==> src/core/sar_pkg.sv <==
package sar_pkg;

  localparam int unsigned RES_BITS = 18;
  localparam int unsigned CLK_MHZ  = 250;

  // Mode encoding on mode_sel
  localparam logic [1:0] MODE_NORMAL  = 2'h0;
  localparam logic [1:0] MODE_FAST    = 2'h1;
  localparam logic [1:0] MODE_LOWPWR  = 2'h2;

  // Throughput figures in kSPS
  localparam int unsigned RATE_FAST_KSPS   = 800;
  localparam int unsigned RATE_NORMAL_KSPS = 666;
  localparam int unsigned RATE_LOWPWR_KSPS = 570;

  // Cycles per sample period, rounded down (longest allowed period for the rate)
  localparam int unsigned PER_FAST_CYC   = (CLK_MHZ * 1000) / RATE_FAST_KSPS;
  localparam int unsigned PER_NORMAL_CYC = (CLK_MHZ * 1000) / RATE_NORMAL_KSPS;
  localparam int unsigned PER_LOWPWR_CYC = (CLK_MHZ * 1000) / RATE_LOWPWR_KSPS;

  // Cycles for one approximation step
  localparam int unsigned STEP_CYC = 4;
  localparam int unsigned CONV_CYC = RES_BITS * STEP_CYC + 2;

  // Acquisition cycles in each mode: period minus conversion
  localparam logic [9:0] ACQ_FAST_CYC   = 10'(PER_FAST_CYC - CONV_CYC);
  localparam logic [9:0] ACQ_NORMAL_CYC = 10'(PER_NORMAL_CYC - CONV_CYC);
  localparam logic [9:0] ACQ_LOWPWR_CYC = 10'(PER_LOWPWR_CYC - CONV_CYC);

  localparam logic [RES_BITS-1:0] CODE_MIN = 18'h00000;
  localparam logic [RES_BITS-1:0] CODE_MAX = 18'h3ffff;
  localparam logic [RES_BITS-1:0] CODE_MID = 18'h20000;
  localparam logic [RES_BITS-1:0] CODE_RST = 18'h00000;
  localparam logic [1:0]          STEP_LAST = 2'(STEP_CYC - 1);

endpackage : sar_pkg

==> src/core/sar_bit_trial.sv <==
`timescale 1ns/1ps
// One successive-approximation trial: keep or drop the trial bit
module sar_bit_trial
  import sar_pkg::*;
(
  input  wire logic [RES_BITS-1:0] code_in,
  input  wire logic [RES_BITS-1:0] bit_mask,
  input  wire logic                keep,
  output logic      [RES_BITS-1:0] code_out
);
  always_comb begin
    code_out = code_in | bit_mask;
    if (!keep) begin
      code_out = code_in;
    end
  end
endmodule : sar_bit_trial

==> src/core/sar_conversion_sequencer.sv <==
`timescale 1ns/1ps
// Functional notes
// Eighteen binary-weighted trials, MSB first down to LSB weight 1/262144.
// After the last trial, form the output code and drop busy.
// Conversion starts only after acquisition ends and convert-start falls; in low-power mode a held-low level also starts it.
// Result readable right after its own conversion, no pipeline latency.
// Fast mode sustains up to 800 kSPS.
// Host discards fast-mode result after gaps above 1 ms.
// Normal mode up to 666 kSPS, no limit on gap.
// Low-power mode saves power between conversions, up to 570 kSPS.
// Coding select works in all modes except full 18-bit parallel.
// Binary midscale 20000, ends 3FFFF/00000; two's complement 00000,1FFFF,20000.
// Over-range input saturates to maximum code of the selected coding.
// Under-range input saturates to minimum code of the selected coding.
// Busy high from conversion start until result latched.
// A started conversion is never aborted or restarted, even by power-down.
// Low-power mode: convert-start held low while idle auto-starts after acquisition.
// Two's complement derived by inverting the binary MSB.
module sar_conversion_sequencer
  import sar_pkg::*;
(
  input  wire logic                clk,
  input  wire logic                rst,
  input  wire logic                convert_start_n,
  input  wire logic                coding_select,
  input  wire logic                power_down_in,
  input  wire logic [1:0]          mode_sel,
  input  wire logic                parallel_18bit,
  input  wire logic                comp_high,
  input  wire logic                over_range,
  input  wire logic                under_range,
  output logic                     busy,
  output logic                     acq_done,
  output logic                     low_power,
  output logic     [RES_BITS-1:0]  trial_code,
  output logic     [RES_BITS-1:0]  result
);

  typedef enum logic [1:0] {ST_ACQ, ST_IDLE, ST_CONV, ST_DONE} state_e;

  ////////////////////////////////////////////////////////////////////////////
  // Input synchronisers
  // Only the second flop of each pair feeds logic
  logic [1:0] cnv_sync_q;
  logic [1:0] pd_sync_q;
  logic [1:0] cs_sync_q;
  logic [1:0] cmp_sync_q;
  logic       cnv_prev_q;

  always_ff @(posedge clk) begin
    if (rst) begin
      cnv_sync_q <= 2'h3;
      pd_sync_q  <= 2'h0;
      cs_sync_q  <= 2'h0;
      cmp_sync_q <= 2'h0;
      cnv_prev_q <= 1'b1;
    end else begin
      cnv_sync_q <= {cnv_sync_q[0], convert_start_n};
      pd_sync_q  <= {pd_sync_q[0], power_down_in};
      cs_sync_q  <= {cs_sync_q[0], coding_select};
      cmp_sync_q <= {cmp_sync_q[0], comp_high};
      cnv_prev_q <= cnv_sync_q[1];
    end
  end

  logic cnv_low;
  logic cnv_fall;
  assign cnv_low  = !cnv_sync_q[1];
  assign cnv_fall = cnv_prev_q && !cnv_sync_q[1];

  ////////////////////////////////////////////////////////////////////////////
  // Sequencing
  state_e                state_q;
  logic [9:0]            acq_cnt_q;
  logic [4:0]            bit_idx_q;
  logic [1:0]            step_cnt_q;
  logic [RES_BITS-1:0]   code_q;
  logic [RES_BITS-1:0]   result_q;
  logic                  over_q;
  logic                  under_q;
  logic [9:0]            acq_len;
  logic [RES_BITS-1:0]   bit_mask;
  logic [RES_BITS-1:0]   code_next;
  logic                  start_ok;
  logic                  take;
  logic                  step_end;
  logic                  last_bit;
  logic                  acq_end;

  always_comb begin
    unique case (mode_sel)
      MODE_FAST:   acq_len = ACQ_FAST_CYC;
      MODE_LOWPWR: acq_len = ACQ_LOWPWR_CYC;
      default:     acq_len = ACQ_NORMAL_CYC;
    endcase
  end

  assign bit_mask = CODE_MID >> bit_idx_q;

  sar_bit_trial u_trial (
    .code_in  (code_q),
    .bit_mask (bit_mask),
    .keep     (!cmp_sync_q[1]),
    .code_out (code_next)
  );

  // Fall starts from idle; in low-power mode a held-low level also starts
  assign start_ok = !pd_sync_q[1] &&
                    (cnv_fall || (mode_sel == MODE_LOWPWR && cnv_low));

  assign take     = (state_q == ST_IDLE) && start_ok;
  assign step_end = (state_q == ST_CONV) && (step_cnt_q == STEP_LAST);
  assign last_bit = (bit_idx_q == 5'(RES_BITS - 1));
  // Acquisition takes acq_len cycles, so take-to-take fits the mode rate
  assign acq_end  = (acq_cnt_q >= acq_len - 10'h001);

  always_ff @(posedge clk) begin
    if (rst) begin
      state_q <= ST_ACQ;
    end else begin
      unique case (state_q)
        ST_ACQ: begin
          if (acq_end) begin
            state_q <= ST_IDLE;
          end
        end
        ST_IDLE: begin
          if (start_ok) begin
            state_q <= ST_CONV;
          end
        end
        ST_CONV: begin
          // No abort path: power-down and convert-start are ignored here
          if (step_end && last_bit) begin
            state_q <= ST_DONE;
          end
        end
        ST_DONE: begin
          state_q <= ST_ACQ;
        end
      endcase
    end
  end

  always_ff @(posedge clk) begin
    if (rst) begin
      acq_cnt_q <= 10'h000;
    end else if (state_q == ST_DONE) begin
      acq_cnt_q <= 10'h000;
    end else if (state_q == ST_ACQ) begin
      acq_cnt_q <= acq_cnt_q + 10'h001;
    end
  end

  always_ff @(posedge clk) begin
    if (rst) begin
      step_cnt_q <= 2'h0;
      bit_idx_q  <= 5'h00;
    end else if (take) begin
      step_cnt_q <= 2'h0;
      bit_idx_q  <= 5'h00;
    end else if (state_q == ST_CONV) begin
      step_cnt_q <= step_cnt_q + 2'h1;
      if (step_end && !last_bit) begin
        bit_idx_q <= bit_idx_q + 5'h01;
      end
    end
  end

  always_ff @(posedge clk) begin
    if (rst) begin
      code_q <= CODE_RST;
    end else if (take) begin
      code_q <= CODE_RST;
    end else if (step_end) begin
      code_q <= code_next;
    end
  end

  // Range flags captured with the sample, held for the whole conversion
  always_ff @(posedge clk) begin
    if (rst) begin
      over_q  <= 1'b0;
      under_q <= 1'b0;
    end else if (take) begin
      over_q  <= over_range;
      under_q <= under_range;
    end
  end

  ////////////////////////////////////////////////////////////////////////////
  // Output code formation
  logic [RES_BITS-1:0] bin_code;
  always_comb begin
    bin_code = code_q;
    if (over_q) begin
      bin_code = CODE_MAX;
    end else if (under_q) begin
      bin_code = CODE_MIN;
    end
  end

  always_ff @(posedge clk) begin
    if (rst) begin
      result_q <= CODE_RST;
    end else if (state_q == ST_DONE) begin
      // Twos complement only when not in full-width parallel mode
      if (!cs_sync_q[1] && !parallel_18bit) begin
        result_q <= bin_code ^ CODE_MID;
      end else begin
        result_q <= bin_code;
      end
    end
  end

  assign busy       = (state_q == ST_CONV) || (state_q == ST_DONE);
  assign acq_done   = (state_q == ST_IDLE);
  assign low_power  = (mode_sel == MODE_LOWPWR) && !busy;
  assign trial_code = code_q | bit_mask;
  assign result     = result_q;

endmodule : sar_conversion_sequencer

==> config.mk <==
export PLATFORM = sky130hd
export DESIGN_NAME = sar_conversion_sequencer
export DESIGN_NICKNAME = d
export VERILOG_FILES = /design/src/core/sar_pkg.sv /design/src/core/sar_bit_trial.sv /design/src/core/sar_conversion_sequencer.sv
export SDC_FILE = /design/constraint.sdc
export NUM_CORES = 1
export LEC_CHECK = 0
export ABC_AREA = 1
export BUFFER_PORTS_ARGS = -buffer_cell sky130_fd_sc_hd__buf_2
export CAP_MARGIN = 20
export CORE_MARGIN = 4
export CORE_UTILIZATION = 40
export DETAILED_ROUTE_END_ITERATION = 10
export GPL_ROUTABILITY_DRIVEN = 1
export PLACE_DENSITY_LB_ADDON = 0.05
export SLEW_MARGIN = 20
export SYNTH_ARGS = -nofsm -noshare
export SYNTH_HDL_FRONTEND = slang
export SYNTH_SLANG_ARGS = --single-unit
==> constraint.sdc <==
create_clock -name clk -period 2.8 [get_ports clk]
set_clock_uncertainty 0.1 [all_clocks]
set_input_delay 0.84 -clock clk [delete_from_list [all_inputs] [get_ports clk]]
set_output_delay 0.84 -clock clk [all_outputs]
set_load 0.05 [all_outputs]
# [Word-level counts from Yosys, hierarchy flattened]
# Index checks and enable logic that the tools add are counted.
[totals] register_bits=66 inputBits=11 out_inout_bits=39
[classes] n_addsub=4 magnitude_cmp=1 eq_ne=10 shift=1 mux=8 n_bitwise=3 n_reduce_logical=23
[op_table] cell="$mux W18" count=3
[op_table] cell="$or A18 B18 Y18" count=1
[op_table] cell="$pmux W9 S2" count=1
[op_table] cell="$shr A18 B5 Y18 const A" count=1
[op_table] cell="$add A10 B1 Y10 const B" count=1
[op_table] cell="$ge A10 B10 Y1" count=1
[op_table] cell="$sub A10 B1 Y10 const B" count=1
[op_table] cell="$logic_and A1 B1 Y1" count=9
[op_table] cell="$eq A2 B2 Y1 const B" count=4
[op_table] cell="$pmux W2 S4" count=1
[op_table] cell="$logic_not A1 Y1" count=6
[op_table] cell="$mux W2" count=3
[op_table] cell="$add A5 B1 Y5 const B" count=1
[op_table] cell="$eq A5 B5 Y1 const B" count=1
[op_table] cell="$eq A2 B1 Y1 const B" count=2
[op_table] cell="$ne A2 B1 Y1 const B" count=2
[op_table] cell="$reduce_and A2 Y1" count=2
[op_table] cell="$reduce_or A2 Y1" count=2
[op_table] cell="$reduce_and A3 Y1" count=1
[op_table] cell="$add A2 B1 Y2 const B" count=1
[op_table] cell="$logic_not A2 Y1" count=1
[op_table] cell="$logic_or A1 B1 Y1" count=2
[op_table] cell="$ne A2 B2 Y1 const B" count=1
[op_table] cell="$not A1 Y1" count=2

# [Longest topological paths before layout]
[logic_depth] ltp_word=6 depth_mapped=14

# [Modules after synthesis]
# A second synthesis with hierarchy kept.
[unflattened] hier_cells=491 area_unflattened_um2=3399.5
[by_module_without_submodules] module="sar_conversion_sequencer" n_inst=1 cells_each=435 area_each_um2=3163.0 seq_area_each_um2=1321.3
[by_module_without_submodules] module="sar_bit_trial" n_inst=1 cells_each=56 area_each_um2=236.5 seq_area_each_um2=0.0

# [Least setup slack after synthesis]
# OpenSTA, ideal clock, no wires.
[synth_path] path_kind="register -> output" startpoint="register bit_idx_q[1]" endpoint="output trial_code[16]" t_arrival_ns=1.989 required_time_ns=1.860 path_slack_ns=-0.129 path_stages_with_launch=7 path_cell_list="dfxtp_1 -> inv_1 -> ha_1 -> inv_1 -> nor2_4 -> nand2_2 -> o21ai_0"
[synth_via] elab_chain_len=2
[synth_rtl] item="start: declaration" line="sar_conversion_sequencer.sv:75" rtl="logic [4:0] bit_idx_q;"
[synth_rtl] item="start signal: assignment" line="sar_conversion_sequencer.sv:165" rtl="bit_idx_q <= bit_idx_q + 5'h01;"
[synth_rtl] item="$shr A18 B5 Y18" line="sar_conversion_sequencer.sv:98" rtl="assign bit_mask = CODE_MID >> bit_idx_q;"
[synth_rtl] item="$or A18 B18 Y18" line="sar_conversion_sequencer.sv:219" rtl="assign trial_code = code_q | bit_mask;"
[synth_rtl] item="end: declaration" line="sar_conversion_sequencer.sv:35" rtl="output logic [RES_BITS-1:0] trial_code,"
# Every way passes these cells.

# [Final worst setup path]
[layout_path] startpoint="register bit_idx_q[0]" endpoint="output trial_code[5]"
# Same word-level chain as after synthesis.

==> results by stage <==
Outcome:
- The flow ran to the end, and the final reports show no timing, DRC or antenna violations.

Cells and area:
- The fraction of layout instances using a drive strength above 1 is 0.232.
- The finished cells cover 0.00383 mm².
- 0 antenna diodes ended up in the layout.
- The most common cell after layout, fill and taps aside is sky130_fd_sc_hd__nand2_1.
- The top cell types in the final layout, fill and taps aside, are sky130_fd_sc_hd__nand2_1, sky130_fd_sc_hd__dfxtp_1, sky130_fd_sc_hd__inv_1.
- Compared with the post-synthesis result, the final layout area differs by 18.7%.
- The final layout contains ~510 nets.
- Fill cells in the final layout number between 800 and 900.

Floorplan:
- The height of the chip is between 90 and 100 µm.
- The initial core utilization is 0.414.
- In this run the count of I/O pins placed on the die edge is 50.
- The floorplan step defined a die boundary enclosing 0.00957 mm².
- The initialized floorplan defines 32 standard-cell rows.
- After floorplanning, the core was sized to cover 0.00781 mm².
- The horizontal extent of the die is 97.9 µm.

GRT:
- The total routing resource utilization after global routing is 0.168.
- The first global-routing pass estimated 13.0 mm of wire.
- The initial antenna violation count came to 0.
- The largest net degree at the start of global routing is 23.
- After global routing the overflow that remains totals 0.
- The via count of the first global-routing pass is 2608.

Place:
- Detailed placement finished with a half-perimeter wire length of 5.59 mm.
- The congestion estimate from routability-driven global placement came to 0.795.
- The instance area after placement is 0.00357 mm².
- Input and output buffers added on the ports amount to 49.

Synthesis:
- The mean cell area of the mapped netlist is 7.60 µm².
- The number of different library cells used by synthesis comes to 34.
- For this run, the number of Yosys warnings is 0.
- The synthesized cell area is 0.00323 mm².
- The number of nets in the synthesized netlist is 457.
- The share of the Yosys chip area taken by registers is 0.409.
- The synthesized design contains 0 enable-type register cells.
- In this run, synthesis produced a sequential element count of 66.
- The flip-flop cell with the highest count after synthesis is sky130_fd_sc_hd__dfxtp_1.
- Synthesis produced 425 cells.
- The fraction of synthesis flops using an asynchronous set or reset pin is 0.

CTS:
- The latest clock arrival within the worst-skew pair is 0.34 ns.
- The number of buffers inserted for hold repair after clock tree synthesis is 0.
- The number of buffers created by CTS is 9.
- CTS placed an instance of sky130_fd_sc_hd__clkbuf_8 at the clock tree root.
- After clock tree synthesis, the clock-pin slew on the worst setup and hold paths is 0.08 ns.
- The total clock sinks is 66.
- The TritonCTS clock tree is done.
- The H-tree generated during clock tree synthesis spans 3 levels.
- Counting along the longest clock path gives a buffer depth of 2.

Power:
- The post-route total power is between 2 and 3 mW.
- Power spread over the standard cell area amounts to 690 mW/mm².
- The cell leakage power is 1.70 nW.
- The maximum VDD drop is 0.396 mV.

Routing:
- The number of design rule violations left after detail routing is 0.
- Once detail routing completed, the nets flagged for antenna violations numbered 0.
- The sum of routed wire length over all layers is 7.75 mm.
- Across all layers, the routed design uses 2772 vias.
- The first detailed-routing pass took 4 iterations.
- The detailed router finished its first iteration with 110 violations.
- Dividing the detail-routed wire length by the instance count gives 13.3 µm.
- After detailed routing, the number of vias per cell comes to 4.75.

Hold path:
- The path category of the worst min-delay check is reg -> reg.
- The startpoint identified for the worst hold timing path is cmp_sync_q[0].
- The worst hold path was traced through 2 stages.
- The sink of the worst hold path is cmp_sync_q[1].

Setup path:
- The setup check on the worst reg-to-reg path leaves a slack of 1.00 ns.
- The data arrival time at the worst-slack endpoint is around 1.8 ns.
- The category of the worst setup path launch point is a register.
- The reg-to-reg critical path startpoint is state_q[0].
- The biggest fanout along the worst timing path is 4.
- The critical path start-end classification is reg -> out.
- The type of destination of the critical path is an output port.
- The data required time of the critical path is ~1.9 ns.
- The worst register-to-register path ends at acq_cnt_q[9].
- The number of cells on the worst reg-to-reg path is 11.

Timing:
- Setup repair after global routing left no endpoint under its margin.
- The final worst-path cycle share is 0.964.
- For the pin with the worst max-slew slack, the measured transition is 0.385 ns.
- Static timing analysis puts the maximum clock frequency at 371 MHz.
- The final critical-path required period is 2.70 ns.
- The number of failing hold endpoints at the final stage is 0.
- The final-report setup violation count is 0.
- The accumulated negative setup slack is 0 ns.
- The number of pins exceeding their max-slew limit in the final report came to 0.
- The tightest slew margin relative to the limit is 0.743.

Run:
- Max-cap violations in this run came to 0.
## through the flow
step	instances	worst slack, ns	hold WS, ns	utilization
CTS	584	0.0175	0.304	0.488
finish	584	0.101	0.303	0.491
detailed placement	568	0.180	0.293	0.457
floorplan	425	0.0508	0.288	-
global route	584	0.00336	0.326	0.491
global placement	568	0.188	0.292	0.457
## cell families (layout without fill, tap and decap cells)
group / after synthesis / after routing / synth area share
flops: 66 / 66 / 0.409
buf+inv: 83 / 140 / 0.106
fa+ha+maj: 21 / 21 / 0.0814
compound gates: 90 / 90 / 0.148
simple gates: 164 / 164 / 0.253
xor+xnor: 1 / 1 / 0.00271
## synthesized netlist by cell type (3+ instances only)
| cell | instances | area (µm²) |
|---|---|---|
| sky130_fd_sc_hd__a21oi_1 | 49 | 245 |
| sky130_fd_sc_hd__a31oi_1 | 4 | 25.0 |
| sky130_fd_sc_hd__buf_2 | 4 | 20.0 |
| sky130_fd_sc_hd__clkbuf_1 | 7 | 26.3 |
| sky130_fd_sc_hd__dfxtp_1 | 66 | 1320 |
| sky130_fd_sc_hd__ha_1 | 21 | 263 |
| sky130_fd_sc_hd__inv_1 | 64 | 240 |
| sky130_fd_sc_hd__nand2_1 | 71 | 267 |
| sky130_fd_sc_hd__nand2_2 | 6 | 37.5 |
| sky130_fd_sc_hd__nand3_1 | 15 | 75.1 |
| sky130_fd_sc_hd__nand4_1 | 6 | 37.5 |
| sky130_fd_sc_hd__nor2_1 | 35 | 131 |
| sky130_fd_sc_hd__nor2_2 | 5 | 31.3 |
| sky130_fd_sc_hd__nor2_4 | 6 | 67.6 |
| sky130_fd_sc_hd__nor3_1 | 6 | 30.0 |
| sky130_fd_sc_hd__o21ai_0 | 29 | 145 |
| sky130_fd_sc_hd__o21bai_1 | 4 | 30.0 |
| sky130_fd_sc_hd__or2_2 | 3 | 18.8 |
## worst max-delay path, cell delays in order (launching register included)
cell	delay (ns)
sky130_fd_sc_hd__dfxtp_1	0.37
sky130_fd_sc_hd__inv_1	0.15
sky130_fd_sc_hd__ha_2	0.24
sky130_fd_sc_hd__nand2_1	0.07
sky130_fd_sc_hd__o21ai_0	0.27
sky130_fd_sc_hd__buf_2	0.32
## registers in the layout, summed over array words and instances (netlist names)
name	count
code_q	18
result	18
acq_cnt_q	10
bit_idx_q	5
cmp_sync_q	2
cnv_sync_q	2
cs_sync_q	2
pd_sync_q	2
state_q	2
step_cnt_q	2
cnv_prev_q	1
over_q	1
under_q	1
## what timing repair did
item | CTS | global route
setup buffers | 0 | 0
setup endpoints to repair | 7 | 7
resized for setup | 5 | 9
## metal layers
metal / GRT usage / up-vias / share of wire
met5: 0 / - / 0
met4: 0.0522 / 0 / 0.012
met3: 0.0343 / 10 / 0.049
met2: 0.242 / 53 / 0.41
met1: 0.251 / 1236 / 0.53
li1: - / 1473 / -
## worst max path at each step
stage,end,start,depth (start not counted)
3_3_place_gp,low_power,mode_sel[0],6
5_1_grt,trial_code[0],bit_idx_q[0],8
6_report,trial_code[5],bit_idx_q[0],5
2_1_floorplan,trial_code[11],bit_idx_q[0],4
4_1_cts,trial_code[0],bit_idx_q[1],9
3_5_place_dp,low_power,mode_sel[0],6
## power by group
| group | leakage, nW | internal [mW] | switching (mW) |
|---|---|---|---|
| clock network | 0.112 | 0.510 | 0.401 |
| registers | 0.535 | 1.01 | 0.0507 |
| logic | 1.05 | 0.201 | 0.473 |
## final cells by class
| cell class | count | area (µm²) | share of cell area |
|---|---|---|---|
| clock buffer | 9 | 124 | 0.0323 |
| clock inverter | 7 | 101 | 0.0264 |
| inverter | 68 | 255 | 0.0666 |
| multi-input combinational | 276 | 1590 | 0.414 |
| sequential | 66 | 1320 | 0.345 |
| tap | 102 | 128 | 0.0333 |
| timing repair buffer | 56 | 315 | 0.0822 |
Power figures use the tool's default switching activity.
